File: src/include/fm_consts.svh
// Constants for the fan monitor start-up and configuration block
`ifndef FM_CONSTS_SVH
`define FM_CONSTS_SVH

// Register offsets
`define FM_REG_EXTCFG   8'h7c
`define FM_REG_CFG4     8'h7d
`define FM_REG_TLIM     8'h6a
`define FM_REG_MAXD     8'h6b
`define FM_REG_OFFS     8'h70
`define FM_REG_DUTY     8'h30
`define FM_REG_FMODE    8'h5c
`define FM_REG_LFRATE   8'h5f
`define FM_REG_GPIO     8'h7e
`define FM_REG_STAT2    8'h42

// Reset values
`define FM_RST_EXTCFG   8'h00
`define FM_RST_CFG4     8'h00
`define FM_RST_TLIM     8'ha4
`define FM_RST_MAXD     8'hff
`define FM_RST_ZERO     8'h00

// Field positions
`define FM_EXT_LEGACY   0
`define FM_EXT_LF       1
`define FM_EXT_DIR      2
`define FM_EXT_POL      3
`define FM_FMODE_AUTO   0
`define FM_GPIO_DATA    0
`define FM_STAT2_MF     5

// Bus, encodings and timing
`define FM_SLAVE_ADDR   7'h2e
`define FM_DUTY_FULL    8'hff
`define FM_TEMP_BIAS    10'sd64
`define FM_CLK_HZ       200000000
`define FM_FS_TIMEOUT_MS 4600
`define FM_HF_PWM_DHZ   225
`define FM_LF_MIN_HZ    10
`define FM_LF_MAX_HZ    100
`define FM_PWM_STEPS    256

`endif

File: src/include/fm_pkg.sv
// Types shared by the fan monitor start-up and configuration block
package fm_pkg;

    // Multifunction pin role
    typedef enum logic [1:0] {
        FM_ROLE_TACH  = 2'b00,
        FM_ROLE_THERMAL_ALARM_PIN = 2'b01,
        FM_ROLE_ALERT = 2'b10,
        FM_ROLE_GPIO  = 2'b11
    } fm_role_t;

    // Host-timeout fail-safe state
    typedef enum logic [1:0] {
        FM_FS_WAIT  = 2'b00,
        FM_FS_COUNT = 2'b01,
        FM_FS_TRIP  = 2'b10,
        FM_FS_HOST  = 2'b11
    } fm_fs_t;

    // Register write from the serial engine
    typedef struct packed {
        logic       vld;
        logic [7:0] ptr;
        logic [7:0] data;
    } fm_wr_t;

endpackage : fm_pkg

File: src/fm_startup_cfg.sv
// Start-up, fail-safe and extended configuration logic of the fan monitor
// How it works
// - Monitoring starts on core supply, else after first own transaction ends.
// - Fan drive stays off after reset until programmed or forced.
// - Temperature above thermal limit (100 C default) forces full fan speed.
// - No addressing within 4.6 s of core supply forces full speed.
// - Writes are accepted anytime and programmed behaviour then applies.
// - Without core supply the host timeout never fires.
// - With core supply off, any write selects normal operation.
// - Offset of plus/minus 64 C in half-degree steps adjusts temperature.
// - Automatic duty is capped at a programmable maximum.
// - Extended config bit 0 selects extended or legacy temperature range.
// - Power up in the extended range.
// - Extended config bit 1 low gives 22.5 kHz PWM, the reset state.
// - Bit 1 high gives low-frequency PWM, 10 to 100 Hz programmable.
// - Bit 2 sets pin direction: input, or open-drain output.
// - Bit 3 sets pin polarity: active low or active high.
// - Pin state reads in status 2 bit 5, shared by pin roles.
// - Responds only at fixed slave address 0x2E.
// - Alert role drives the pin on out-of-limit conditions.
// - All control goes through serial-bus register accesses.
// - Config 4 bits 1:0 pick tach, thermal, alert or GPIO role.
`timescale 1ns/100ps
`include "fm_consts.svh"

module fm_startup_cfg import fm_pkg::*; #(
    parameter int NUM_FANS  = 3,                                     // Fan outputs
    parameter int FS_CYCLES = `FM_FS_TIMEOUT_MS * (`FM_CLK_HZ / 1000) // Host timeout
) (
    input  wire logic                clk,               // System clock
    input  wire logic                rst_b,             // Sync reset, active low
    input  wire logic                core_supply_input, // Core supply good, async
    input  wire logic                bus_addr_vld,      // Address byte received
    input  wire logic [6:0]          bus_addr,          // Received slave address
    input  wire logic                bus_xact_done,     // Transaction complete
    input  wire fm_wr_t              bus_wr,            // Register write
    input  wire logic [7:0]          bus_rd_ptr,        // Read pointer
    input  wire logic [7:0]          meas_temp,         // Measured temperature
    input  wire logic [7:0]          auto_duty,         // Auto loop duty request
    input  wire logic                limit_fault,       // Out-of-limit from limits
    input  wire logic [7:0]          status2_in,        // Other status 2 bits
    input  wire logic                mf_pin_i,          // Multifunction pin, async
    output logic                     addr_match,        // Own address seen
    output logic                     monitor_en,        // Monitoring running
    output logic                     failsafe,          // Fans forced full
    output logic [NUM_FANS-1:0]      fan_pwm,           // Fan drive
    output logic [7:0]               temp_adj,          // Offset-corrected temp
    output logic [7:0]               rd_data,           // Read data
    output logic                     mf_pin_o,          // Pin drive value
    output logic                     mf_pin_oe          // Pin pulls low
);

    // ************************************************************
    // Constants
    // ************************************************************
    localparam int LF_CODES = `FM_LF_MAX_HZ / `FM_LF_MIN_HZ;
    localparam int STEP_HZ  = `FM_CLK_HZ / `FM_PWM_STEPS;
    localparam logic [19:0] HF_STEP = 20'(STEP_HZ / (`FM_HF_PWM_DHZ * 100));
    localparam logic [3:0]  LF_TOP  = 4'(LF_CODES - 1);
    localparam logic [31:0] FS_LAST = 32'(FS_CYCLES - 1);
    localparam logic [1:0]  SYNC_RST = 2'b10;

    // ************************************************************
    // Input synchronisers
    // ************************************************************
    logic [1:0] sync_raw;
    logic [2:0] sync_sh [2];
    logic [1:0] sync_q;
    logic       core_on;
    logic       mf_lvl;

    assign sync_raw = {mf_pin_i, core_supply_input};
    assign core_on  = sync_q[0];
    assign mf_lvl   = sync_q[1];

    // A change is taken only when the last two stages agree
    for (genvar i = 0; i < 2; i++) begin : g_sync
        always_ff @(posedge clk) begin
            if (!rst_b) begin
                sync_sh[i] <= {3{SYNC_RST[i]}};
                sync_q[i]  <= SYNC_RST[i];
            end else begin
                sync_sh[i] <= {sync_sh[i][1:0], sync_raw[i]};
                if (sync_sh[i][1] == sync_sh[i][2]) begin
                    sync_q[i] <= sync_sh[i][2];
                end
            end
        end
    end

    // ************************************************************
    // Registers
    // ************************************************************
    logic [7:0] ext_q, cfg4_q, tlim_q, maxd_q, offs_q;
    logic [7:0] duty_q, fmode_q, lfrate_q, gpio_q;
    logic       wr;
    fm_role_t   role;

    assign wr   = bus_wr.vld;
    assign role = fm_role_t'(cfg4_q[1:0]);

    // Only the serial engine writes; nothing else reaches this state
    always_ff @(posedge clk) begin
        if (!rst_b) begin
            ext_q    <= `FM_RST_EXTCFG;
            cfg4_q   <= `FM_RST_CFG4;
            tlim_q   <= `FM_RST_TLIM;
            maxd_q   <= `FM_RST_MAXD;
            offs_q   <= `FM_RST_ZERO;
            duty_q   <= `FM_RST_ZERO;
            fmode_q  <= `FM_RST_ZERO;
            lfrate_q <= `FM_RST_ZERO;
            gpio_q   <= `FM_RST_ZERO;
        end else if (wr) begin
            unique case (bus_wr.ptr)
                `FM_REG_EXTCFG: ext_q    <= bus_wr.data;
                `FM_REG_CFG4:   cfg4_q   <= bus_wr.data;
                `FM_REG_TLIM:   tlim_q   <= bus_wr.data;
                `FM_REG_MAXD:   maxd_q   <= bus_wr.data;
                `FM_REG_OFFS:   offs_q   <= bus_wr.data;
                `FM_REG_DUTY:   duty_q   <= bus_wr.data;
                `FM_REG_FMODE:  fmode_q  <= bus_wr.data;
                `FM_REG_LFRATE: lfrate_q <= bus_wr.data;
                `FM_REG_GPIO:   gpio_q   <= bus_wr.data;
                default: ;
            endcase
        end
    end

    // ************************************************************
    // Addressing and monitoring start
    // ************************************************************
    logic addr_hit, addr_match_q, mine_q, mon_q;

    assign addr_hit = bus_addr_vld && (bus_addr == `FM_SLAVE_ADDR);

    // Own address match and transaction ownership
    always_ff @(posedge clk) begin
        if (!rst_b) begin
            addr_match_q <= 1'b0;
            mine_q       <= 1'b0;
        end else begin
            addr_match_q <= addr_hit;
            if (addr_hit) begin
                mine_q <= 1'b1;
            end else if (bus_xact_done) begin
                mine_q <= 1'b0;
            end
        end
    end

    // Monitoring is sticky once started
    always_ff @(posedge clk) begin
        if (!rst_b) begin
            mon_q <= 1'b0;
        end else if (core_on || (bus_xact_done && mine_q)) begin
            mon_q <= 1'b1;
        end
    end

    // ************************************************************
    // Host-timeout fail-safe
    // ************************************************************
    fm_fs_t      fs_q;
    logic [31:0] fs_cnt_q;

    // Counter runs only in COUNT, so a missing core supply never trips
    always_ff @(posedge clk) begin
        if (!rst_b) begin
            fs_q     <= FM_FS_WAIT;
            fs_cnt_q <= '0;
        end else begin
            unique case (fs_q)
                FM_FS_WAIT: begin
                    if (addr_hit || wr) begin
                        fs_q <= FM_FS_HOST;
                    end else if (core_on) begin
                        fs_q     <= FM_FS_COUNT;
                        fs_cnt_q <= '0;
                    end
                end
                FM_FS_COUNT: begin
                    if (addr_hit || wr) begin
                        fs_q <= FM_FS_HOST;
                    end else if (fs_cnt_q == FS_LAST) begin
                        fs_q <= FM_FS_TRIP;
                    end else begin
                        fs_cnt_q <= fs_cnt_q + 32'h0000_0001;
                    end
                end
                FM_FS_TRIP: begin
                    if (wr) begin
                        fs_q <= FM_FS_HOST;
                    end
                end
                FM_FS_HOST: ;
            endcase
        end
    end

    // ************************************************************
    // Temperature offset, range and over-temperature
    // ************************************************************
    logic              legacy;
    logic signed [10:0] adj_half, lim_half;
    logic signed [9:0]  adj_deg, adj_enc;
    logic              overtemp_q;

    assign legacy = ext_q[`FM_EXT_LEGACY];

    // Register code to degrees for the active range
    function automatic logic signed [9:0] to_deg(input logic [7:0] v, input logic leg);
        return leg ? {{2{v[7]}}, v} : $signed({2'b00, v}) - `FM_TEMP_BIAS;
    endfunction : to_deg

    // Work in half degrees so the offset keeps its resolution
    assign adj_half = {to_deg(meas_temp, legacy), 1'b0} + {{3{offs_q[7]}}, offs_q};
    assign lim_half = {to_deg(tlim_q, legacy), 1'b0};
    assign adj_deg  = adj_half[10:1];
    assign adj_enc  = legacy ? adj_deg : adj_deg + `FM_TEMP_BIAS;

    // Registered compare and corrected reading
    always_ff @(posedge clk) begin
        if (!rst_b) begin
            overtemp_q <= 1'b0;
            temp_adj   <= 8'h00;
        end else begin
            overtemp_q <= mon_q && (adj_half > lim_half);
            temp_adj   <= adj_enc[7:0];
        end
    end

    // ************************************************************
    // Duty selection and PWM
    // ************************************************************
    logic [7:0]  duty_d, cap, duty_lat_q, phase_q;
    logic [19:0] lf_tab [LF_CODES];
    logic [19:0] step_lim, pre_q;
    logic [3:0]  lf_code;
    logic        force_full, step, pwm_on;

    assign force_full = overtemp_q || (fs_q == FM_FS_TRIP);
    assign cap        = (auto_duty > maxd_q) ? maxd_q : auto_duty;

    // Forcing wins over both manual and automatic duty
    always_comb begin
        if (force_full) begin
            duty_d = `FM_DUTY_FULL;
        end else if (fmode_q[`FM_FMODE_AUTO]) begin
            duty_d = cap;
        end else begin
            duty_d = duty_q;
        end
    end

    // Step length per low-frequency code, 10 Hz apart
    for (genvar i = 0; i < LF_CODES; i++) begin : g_lf
        assign lf_tab[i] = 20'(STEP_HZ / (`FM_LF_MIN_HZ * (i + 1)));
    end

    assign lf_code  = (lfrate_q[3:0] > LF_TOP) ? LF_TOP : lfrate_q[3:0];
    assign step_lim = ext_q[`FM_EXT_LF] ? lf_tab[lf_code] : HF_STEP;
    assign step     = (pre_q >= step_lim - 20'h0_0001);
    assign pwm_on   = (duty_lat_q == `FM_DUTY_FULL) || (phase_q < duty_lat_q);

    // Duty is latched at period start so a write never makes a runt pulse
    always_ff @(posedge clk) begin
        if (!rst_b) begin
            pre_q      <= '0;
            phase_q    <= 8'h00;
            duty_lat_q <= `FM_RST_ZERO;
        end else begin
            pre_q <= step ? 20'h0_0000 : pre_q + 20'h0_0001;
            if (step) begin
                phase_q <= phase_q + 8'h01;
                if (phase_q == 8'hff) begin
                    duty_lat_q <= duty_d;
                end
            end
            if (force_full) begin
                duty_lat_q <= `FM_DUTY_FULL; // Fail-safe acts at once
            end
        end
    end

    // One flop per fan output
    for (genvar f = 0; f < NUM_FANS; f++) begin : g_fan
        always_ff @(posedge clk) begin
            if (!rst_b) begin
                fan_pwm[f] <= 1'b0;
            end else begin
                fan_pwm[f] <= pwm_on;
            end
        end
    end

    // ************************************************************
    // Multifunction pin and read-back
    // ************************************************************
    logic pol, want_low, mf_stat;

    assign pol = ext_q[`FM_EXT_POL];

    // Open drain: the pin is only ever pulled low
    always_comb begin
        unique case (role)
            FM_ROLE_GPIO:  want_low = ext_q[`FM_EXT_DIR] && (gpio_q[`FM_GPIO_DATA] ^ pol);
            FM_ROLE_THERMAL_ALARM_PIN: want_low = overtemp_q;
            FM_ROLE_ALERT: want_low = limit_fault || overtemp_q;
            FM_ROLE_TACH:  want_low = 1'b0;
        endcase
    end

    // Asserted pin state in the GPIO and thermal roles; alert and tach roles pass status 2 bit 5 through
    always_comb begin
        unique case (role)
            FM_ROLE_GPIO:  mf_stat = ~(mf_lvl ^ pol);
            FM_ROLE_THERMAL_ALARM_PIN: mf_stat = ~mf_lvl;
            FM_ROLE_ALERT: mf_stat = status2_in[`FM_STAT2_MF];
            FM_ROLE_TACH:  mf_stat = status2_in[`FM_STAT2_MF];
        endcase
    end

    // Output flops and read mux; unmapped offsets read zero
    always_ff @(posedge clk) begin
        if (!rst_b) begin
            mf_pin_oe  <= 1'b0;
            mf_pin_o   <= 1'b0;
            addr_match <= 1'b0;
            monitor_en <= 1'b0;
            failsafe   <= 1'b0;
            rd_data    <= 8'h00;
        end else begin
            mf_pin_oe  <= want_low;
            mf_pin_o   <= 1'b0;
            addr_match <= addr_match_q;
            monitor_en <= mon_q;
            failsafe   <= force_full;
            unique case (bus_rd_ptr)
                `FM_REG_EXTCFG: rd_data <= ext_q;
                `FM_REG_CFG4:   rd_data <= cfg4_q;
                `FM_REG_TLIM:   rd_data <= tlim_q;
                `FM_REG_MAXD:   rd_data <= maxd_q;
                `FM_REG_OFFS:   rd_data <= offs_q;
                `FM_REG_DUTY:   rd_data <= duty_q;
                `FM_REG_FMODE:  rd_data <= fmode_q;
                `FM_REG_LFRATE: rd_data <= lfrate_q;
                `FM_REG_GPIO:   rd_data <= gpio_q;
                `FM_REG_STAT2:  rd_data <= {status2_in[7:6], mf_stat, status2_in[4:0]};
                default:        rd_data <= 8'h00;
            endcase
        end
    end
endmodule : fm_startup_cfg

File: config.mk
export PLATFORM = sky130hd
export DESIGN_NAME = fm_startup_cfg
export DESIGN_NICKNAME = d
export VERILOG_FILES = /design/src/include/fm_pkg.sv /design/src/fm_startup_cfg.sv
export VERILOG_INCLUDE_DIRS = /design/src /design/src/include
export SDC_FILE = /design/constraint.sdc
export NUM_CORES = 1
export LEC_CHECK = 0
export BUFFER_PORTS_ARGS = -buffer_cell sky130_fd_sc_hd__buf_2
export CAP_MARGIN = 15
export CORE_MARGIN = 2
export CORE_UTILIZATION = 55
export DETAILED_ROUTE_END_ITERATION = 16
export HOLD_SLACK_MARGIN = 0.12
export MAX_ROUTING_LAYER = met4
export PLACE_DENSITY_LB_ADDON = 0.05
export SYNTH_ARGS = -nofsm -noshare
export SYNTH_HDL_FRONTEND = slang
export SYNTH_SLANG_ARGS = --single-unit
File: constraint.sdc
create_clock -name clk -period 5 [get_ports clk]
set_clock_uncertainty 0.05 [all_clocks]
set_input_delay 0.75 -clock clk [delete_from_list [all_inputs] [get_ports clk]]
set_output_delay 0.75 -clock clk [all_outputs]
set_load 0.05 [all_outputs]
## After elaboration in Yosys (flattened, before gate mapping)

Memories as Yosys holds them, arrays and structs flattened.
Index checks and enable logic that the tools add are counted.

| cells by class | value |
|---|---|
| $add $sub $neg | 8 |
| magnitude comparators | 6 |
| equal/unequal tests | 37 |
| mux-type cells | 32 |
| bitwise gates (word level) | 8 |
| reduce and logical (&&, ||, !) cells | 30 |

Operator list:

| operator | number |
|---|---|
| $eq A8 B7 Y1 const B | 17 |
| $mux W32 | 4 |
| $pmux W8 S10 | 1 |
| $pmux W32 S2 | 1 |
| $mux W20 | 3 |
| $mux W8 | 6 |
| $add A32 B1 Y32 const B | 1 |
| $eq A32 B30 Y1 const B | 1 |
| $add A20 B1 Y20 const B | 1 |
| $ge A20 B20 Y1 | 1 |
| $mux W10 | 2 |
| $reduce_and A2 Y1 | 10 |
| $sub A20 B1 Y20 const B | 1 |
| $sub A8 B7 Y9 const B | 2 |
| $eq A8 B6 Y1 const B | 2 |
| $eq A8 B8 Y1 const B | 2 |
| $add A11 B11 Y11 | 1 |
| $gt A11 B11 Y1 | 1 |
| $mux W2 | 5 |
| $ne A2 B2 Y1 const B | 5 |
| $add A8 B1 Y8 const B | 1 |
| $add A8 B8 Y8 const B | 1 |
| $gt A8 B8 Y1 | 1 |
| $lt A8 B8 Y1 | 1 |
| 25 further kinds | 50 |

| storage, ports and cells | value |
|---|---|
| flip-flop bits (word level) | 169 |
| memory bits (writable) | 6 |
| ROM bits | 320 |
| bits of input ports | 63 |
| output and inout bits | 24 |
| word-level logic and storage cells | 150 |
| memories | 2 |

Memory list:

| memory | depth | width | read ports | clocked after Yosys merged registers in | wr ports | RTL line | text |
|---|---|---|---|---|---|---|---|
| (name not given) | 16 | 20 | 1 | 0 | 0 | fm_startup_cfg.sv:262 | `` assign step_lim = ext_q[`FM_EXT_LF] ? lf_tab[lf_code] : HF_STEP; `` |
| sync_sh | 2 | 3 | 2 | 0 | 2 | fm_startup_cfg.sv:67 | `logic [2:0] sync_sh [2];` |

## Longest topological paths before layout

| logic depth | value |
|---|---|
| depth in word-level cells | 11 |
| gate-level depth with buffers | 22 |
| depth with buffers taken out | 19 |

## Worst setup path after synthesis

No wires, ideal clock.

| path | value |
|---|---|
| kind | reg2reg |
| from | reg lfrate_q[3] |
| to | reg duty_lat_q[0] |
| library setup time | 0.115 ns |
| data arrival time | 4.181 ns |
| data required time | 4.835 ns |
| setup slack | 0.654 ns |
| stages on the path, launching flop included | 23 |
| path buffers | 3 |
| clock period less this slack | 4.346 ns |
| cell sequence | dfxtp_1 clkbuf_1 clkbuf_1 o21ai_0 and2_1 inv_1 ha_1 nor2_1 a21oi_1 o22ai_1 o21ai_0 nor2b_1 nand2_1 a2bb2oi_1 ha_1 nand2_1 nor3_1 a21oi_1 a221oi_2 o21ai_1 or4_1 clkbuf_1 o21a_1 |

| between the ends | value |
|---|---|
| word-level cells in the longest chain between the ends | 11 |

RTL lines:

| what | RTL line | text |
|---|---|---|
| start, declared | fm_startup_cfg.sv:95 | `logic [7:0] duty_q, fmode_q, lfrate_q, gpio_q;` |
| start signal, assigned | fm_startup_cfg.sv:112 | `` lfrate_q <= `FM_RST_ZERO; `` |
| start signal, assigned | fm_startup_cfg.sv:123 | `` `FM_REG_LFRATE: lfrate_q <= bus_wr.data; `` |
| $gt A4 B4 Y1 | fm_startup_cfg.sv:261 | `assign lf_code = (lfrate_q[3:0] > LF_TOP) ? LF_TOP : lfrate_q[3:0];` |
| $mux W4 * | fm_startup_cfg.sv:261 |  |
| $not A4 Y5 (implied by the code) * | fm_startup_cfg.sv:262 |  |
| $mem_v2 Z16 W20 * | - |  |
| $mux W20 (implied by the code) * (2 in a row) | fm_startup_cfg.sv:262 |  |
| $mux W20 * | fm_startup_cfg.sv:262 |  |
| $sub A20 B1 Y20 * | fm_startup_cfg.sv:263 | `assign step = (pre_q >= step_lim - 20'h0_0001);` |
| $ge A20 B20 Y1 * | fm_startup_cfg.sv:263 |  |
| $reduce_bool A2 Y1 (no line) * | - |  |
| $reduce_and A2 Y1 (no line) * | - |  |
| end signal, assigned | fm_startup_cfg.sv:271 | `` duty_lat_q <= `FM_RST_ZERO; `` |
| end signal, assigned | fm_startup_cfg.sv:277 | `duty_lat_q <= duty_d;` |
| end signal, assigned | fm_startup_cfg.sv:281 | `` duty_lat_q <= `FM_DUTY_FULL; `` |
| end, declared | fm_startup_cfg.sv:236 | `logic [7:0] duty_d, cap, duty_lat_q, phase_q;` |

Every way passes the cells marked *; elsewhere a longest branch is shown, timed or not. The select of a mux whose other input is x is not followed.
A chain may end at the register's enable or synchronous reset.

## Worst setup path in the final report

| path | value |
|---|---|
| from | reg lfrate_q[1] |
| to | reg duty_lat_q[7] |

The elaborated chain is that of the path after synthesis.

==> impl_metrics.json <==
{
  "status": "finished, final reports clean",
  "setup_ws_ns": 0.508,
  "drc": 0,
  "timing.fmax_mhz": 223,
  "synth_edf_count": 0,
  "clk_path_buf_depth": 2,
  "synth_largest_area_cell": "dfxtp_1",
  "p_leak_nw": 4.68,
  "chipWidth_um": 136,
  "track_usage_pct": 26.8,
  "antenna_found_initial": 0,
  "post-cts-setup-buffer-count": 0,
  "dp_hpwl_um": 17000,
  "finalHoldViolations": 0,
  "vias": 7999,
  "die_y_um": 136,
  "hold_path.class": "reg2reg",
  "clock-sinks": 175,
  "cp.arrival_ns": 4.76,
  "synth_top_area_share_pct": 36.6,
  "start_util_pct": 55.7,
  "core_area_um2": 17200,
  "relSlewSlack_pct": 32.0,
  "synth_seq_cells": 175,
  "cts-resized-gates": 0,
  "synth_area_leaders": "dfxtp_1 37%, ha_1 9.2%, mux2i_1 9.1%, nor2_1 6.4%, xor2_1 3.9%",
  "synth.distinct_cells": 69,
  "setup-violations-final": 0,
  "postCtsHoldBufs": 0,
  "start_kind": "register",
  "worst-r2r-cell-count": 19,
  "cp_data_required_time_ns": 5.27,
  "worstMarginPinSlew_ns": 1.01,
  "grt_pass1_wl_um": 38200,
  "holdPathEnd": "sync_sh[1][1]$_SDFF_PN1_",
  "crit_path_max_fanout": 11,
  "dr.pass1.iters": 5,
  "grt_pass1_vias": 7708,
  "ant_nets": 0,
  "drt-total-wl_um": 23300,
  "nNetsFinal": 1308,
  "grtUsageMet2_pct": 43.1,
  "io_pins": 87,
  "synth_warnings": 0,
  "num_antenna_cells": 0,
  "fin_crit_sh_pct": 89.8,
  "rr_endpoint": "duty_lat_q[7]$_SDFFE_PN0P_",
  "syn_to_final_growth_pct": 12.5,
  "grt-ovfl-total": 0,
  "viasPerCell": 5.67,
  "gp_congestion": 0.870,
  "crit_type": "reg2reg",
  "rsz0062_at_grt": "false",
  "min_period_ns": 4.49,
  "grtUsageMet1_pct": 35.3,
  "power_mw": 3.31,
  "final.fill_count": 1582,
  "hold-path-cell-count": 1,
  "grt.busiest_layer": "met2",
  "peakVddDrop_v": 0.000275,
  "final_max_slew_viol_count": 0,
  "r2r_slack_ns": 0.51,
  "synthCells": 1110,
  "grt.met3_usage_pct": 4.70,
  "synth-seq-area-share_pct": 36.6,
  "rr_startpoint": "lfrate_q[1]$_SDFFE_PN0P_",
  "critPathCaptureType": "register",
  "netlist_area_um2": 9570,
  "cts-buffers-inserted": 17,
  "async_flop_share_pct": 0,
  "ys.flop_type": "dfxtp_1",
  "drv_cap": 0,
  "crit_start": "lfrate_q[1]$_SDFFE_PN0P_",
  "row_count": 48,
  "worstHoldStart": "sync_sh[1][0]$_SDFF_PN1_",
  "clk_pin_slew_ns": 0.07,
  "clock_latency_ns": 0.43,
  "drtIter0Drc": 554,
  "cts_tree": "yes",
  "die-area_um2": 18500,
  "post_drt_wl_per_cell_um": 16.5,
  "synth_area_per_cell_um2": 8.62,
  "htree_levels": 4,
  "drive_above_1_share_pct": 12.9,
  "setup_tns_ns": 0,
  "p_per_area_nw_per_um2": 307,
  "port_buffers": 85,
  "post-place-ws_ns": 0.350,
  "grt_max_degree": 71,
  "cts_root_buf": "clkbuf_16"
}
[kinds of logic after synthesis]
group / after synthesis / synth area share [%]
buffers and inverters: 98 / 3.99
multiplexers: 91 / 9.57
AND/OR/NAND/NOR: 425 / 21.4
XOR/XNOR: 65 / 5.95
AO/OA/AOI/OAI: 183 / 13.0
other: 2 / 0.0785
flip-flops: 175 / 36.6
adder cells (fa/ha/maj): 71 / 9.36
[worst max-delay path, stage by stage (launching register included)]
cell       delay [ns]
dfxtp_1          0.48
o21ai_0          0.20
and2_1           0.24
inv_1            0.09
ha_1             0.17
nor2_1           0.04
a21oi_1          0.12
o22ai_1          0.12
o21ai_0          0.27
nor2b_1          0.20
nand2_1          0.09
a2bb2oi_1        0.16
ha_1             0.30
nand2_1          0.06
nor3_1           0.18
a21oi_1          0.12
a221oi_2         0.45
o21ai_2          0.20
or4_4            0.62
o21a_1           0.21
[placed cells by master (no fill, tap or decap), drive strengths merged, types with 7 or more instances in the layout]
master  synthesis  layout
a211oi         11      11
a21o            8       8
a21oi          50      50
a221oi         12      12
and2           17      17
and3           15      15
and4            7       7
buf            10      95
clkbuf         42      18
dfxtp         175     175
ha             70      70
inv            46      52
mux2i          87      87
nand2          94      94
nand2b         12      12
nand3          30      30
nand4          25      25
nor2          162     162
nor2b          13      13
nor3           14      14
o211ai         16      16
o21a           16      16
o21ai          32      32
xnor2          22      22
xor2           43      43
[per-stage QoR]
stage | instances | hold slack [ns] | cell area (um^2) | utilization (%)
floorplan | 1112 | 0.336 | 9580 | -
global placement | 1380 | 0.348 | 10200 | 59.2
detailed placement | 1380 | 0.342 | 10200 | 59.2
finish | 1411 | 0.366 | 10800 | 62.7
CTS | 1411 | 0.363 | 10800 | 62.6
global route | 1411 | 0.397 | 10800 | 62.7
[how the worst max path moves through the flow]
stage	cells after the start	to	slack, ns
global placement	19	duty_lat_q[4]$_SDFFE_PN0P_	0.52
floorplan	22	duty_lat_q[0]$_SDFFE_PN0P_	0.65
detailed placement	19	duty_lat_q[4]$_SDFFE_PN0P_	0.35
finish	19	duty_lat_q[7]$_SDFFE_PN0P_	0.51
global route	18	duty_lat_q[7]$_SDFFE_PN0P_	0.04
CTS	19	duty_lat_q[4]$_SDFFE_PN0P_	0.29
[per-layer routing]
metal,share of wire [%],wire length (um),up-vias
li1,-,-,4024
met1,48,11100,3753
met2,47,10800,203
met3,4.8,1120,19
met4,1.2,274,0
met5,0,0,-
[flip-flops by register name, summed over array words and instances, names as in the netlist, 2 cells and up]
signal,cells
duty_lat_q,8
tlim_q,8
temp_adj,8
ext_q,8
gpio_q,8
cfg4_q,8
fs_cnt_q,32
pre_q,20
maxd_q,8
sync_sh,6
phase_q,8
rd_data,8
offs_q,8
lfrate_q,8
duty_q,8
fmode_q,8
fs_q,2
[final cells by class]
| type | instances | area, um^2 | area share, % |
|---|---|---|---|
| clock buffers | 18 | 439 | 4.08 |
| clock inverters | 13 | 153 | 1.42 |
| inverters | 46 | 173 | 1.60 |
| multi-input cells | 839 | 5720 | 53.1 |
| well taps | 225 | 282 | 2.62 |
| flip-flops and latches | 175 | 3500 | 32.5 |
| repair buffers | 95 | 500 | 4.65 |
[cell usage after synthesis (7+ instances only)]
| cell type | number |
|---|---|
| dfxtp_1 | 175 |
| xor2_1 | 43 |
| a21oi_1 | 49 |
| and4_1 | 7 |
| inv_1 | 46 |
| a221oi_1 | 10 |
| nand2_1 | 94 |
| nand4_1 | 25 |
| a21o_1 | 8 |
| ha_1 | 70 |
| nor3_1 | 12 |
| a211oi_1 | 10 |
| xnor2_1 | 22 |
| o21a_1 | 16 |
| clkbuf_1 | 42 |
| nand2b_1 | 12 |
| nor2_1 | 162 |
| mux2i_1 | 87 |
| and3_1 | 15 |
| o211ai_1 | 15 |
| o21ai_0 | 30 |
| and2_1 | 17 |
| nand3_1 | 30 |
| nor2b_1 | 12 |
[power breakdown]
group	leakage (nW)	internal (mW)	total [mW]	switching (mW)
Combinational	2.98	0.182	0.471	0.289
Sequential	1.42	1.45	1.48	0.0364
Clock	0.280	0.759	1.35	0.595
Power figures use the tool's default switching activity.
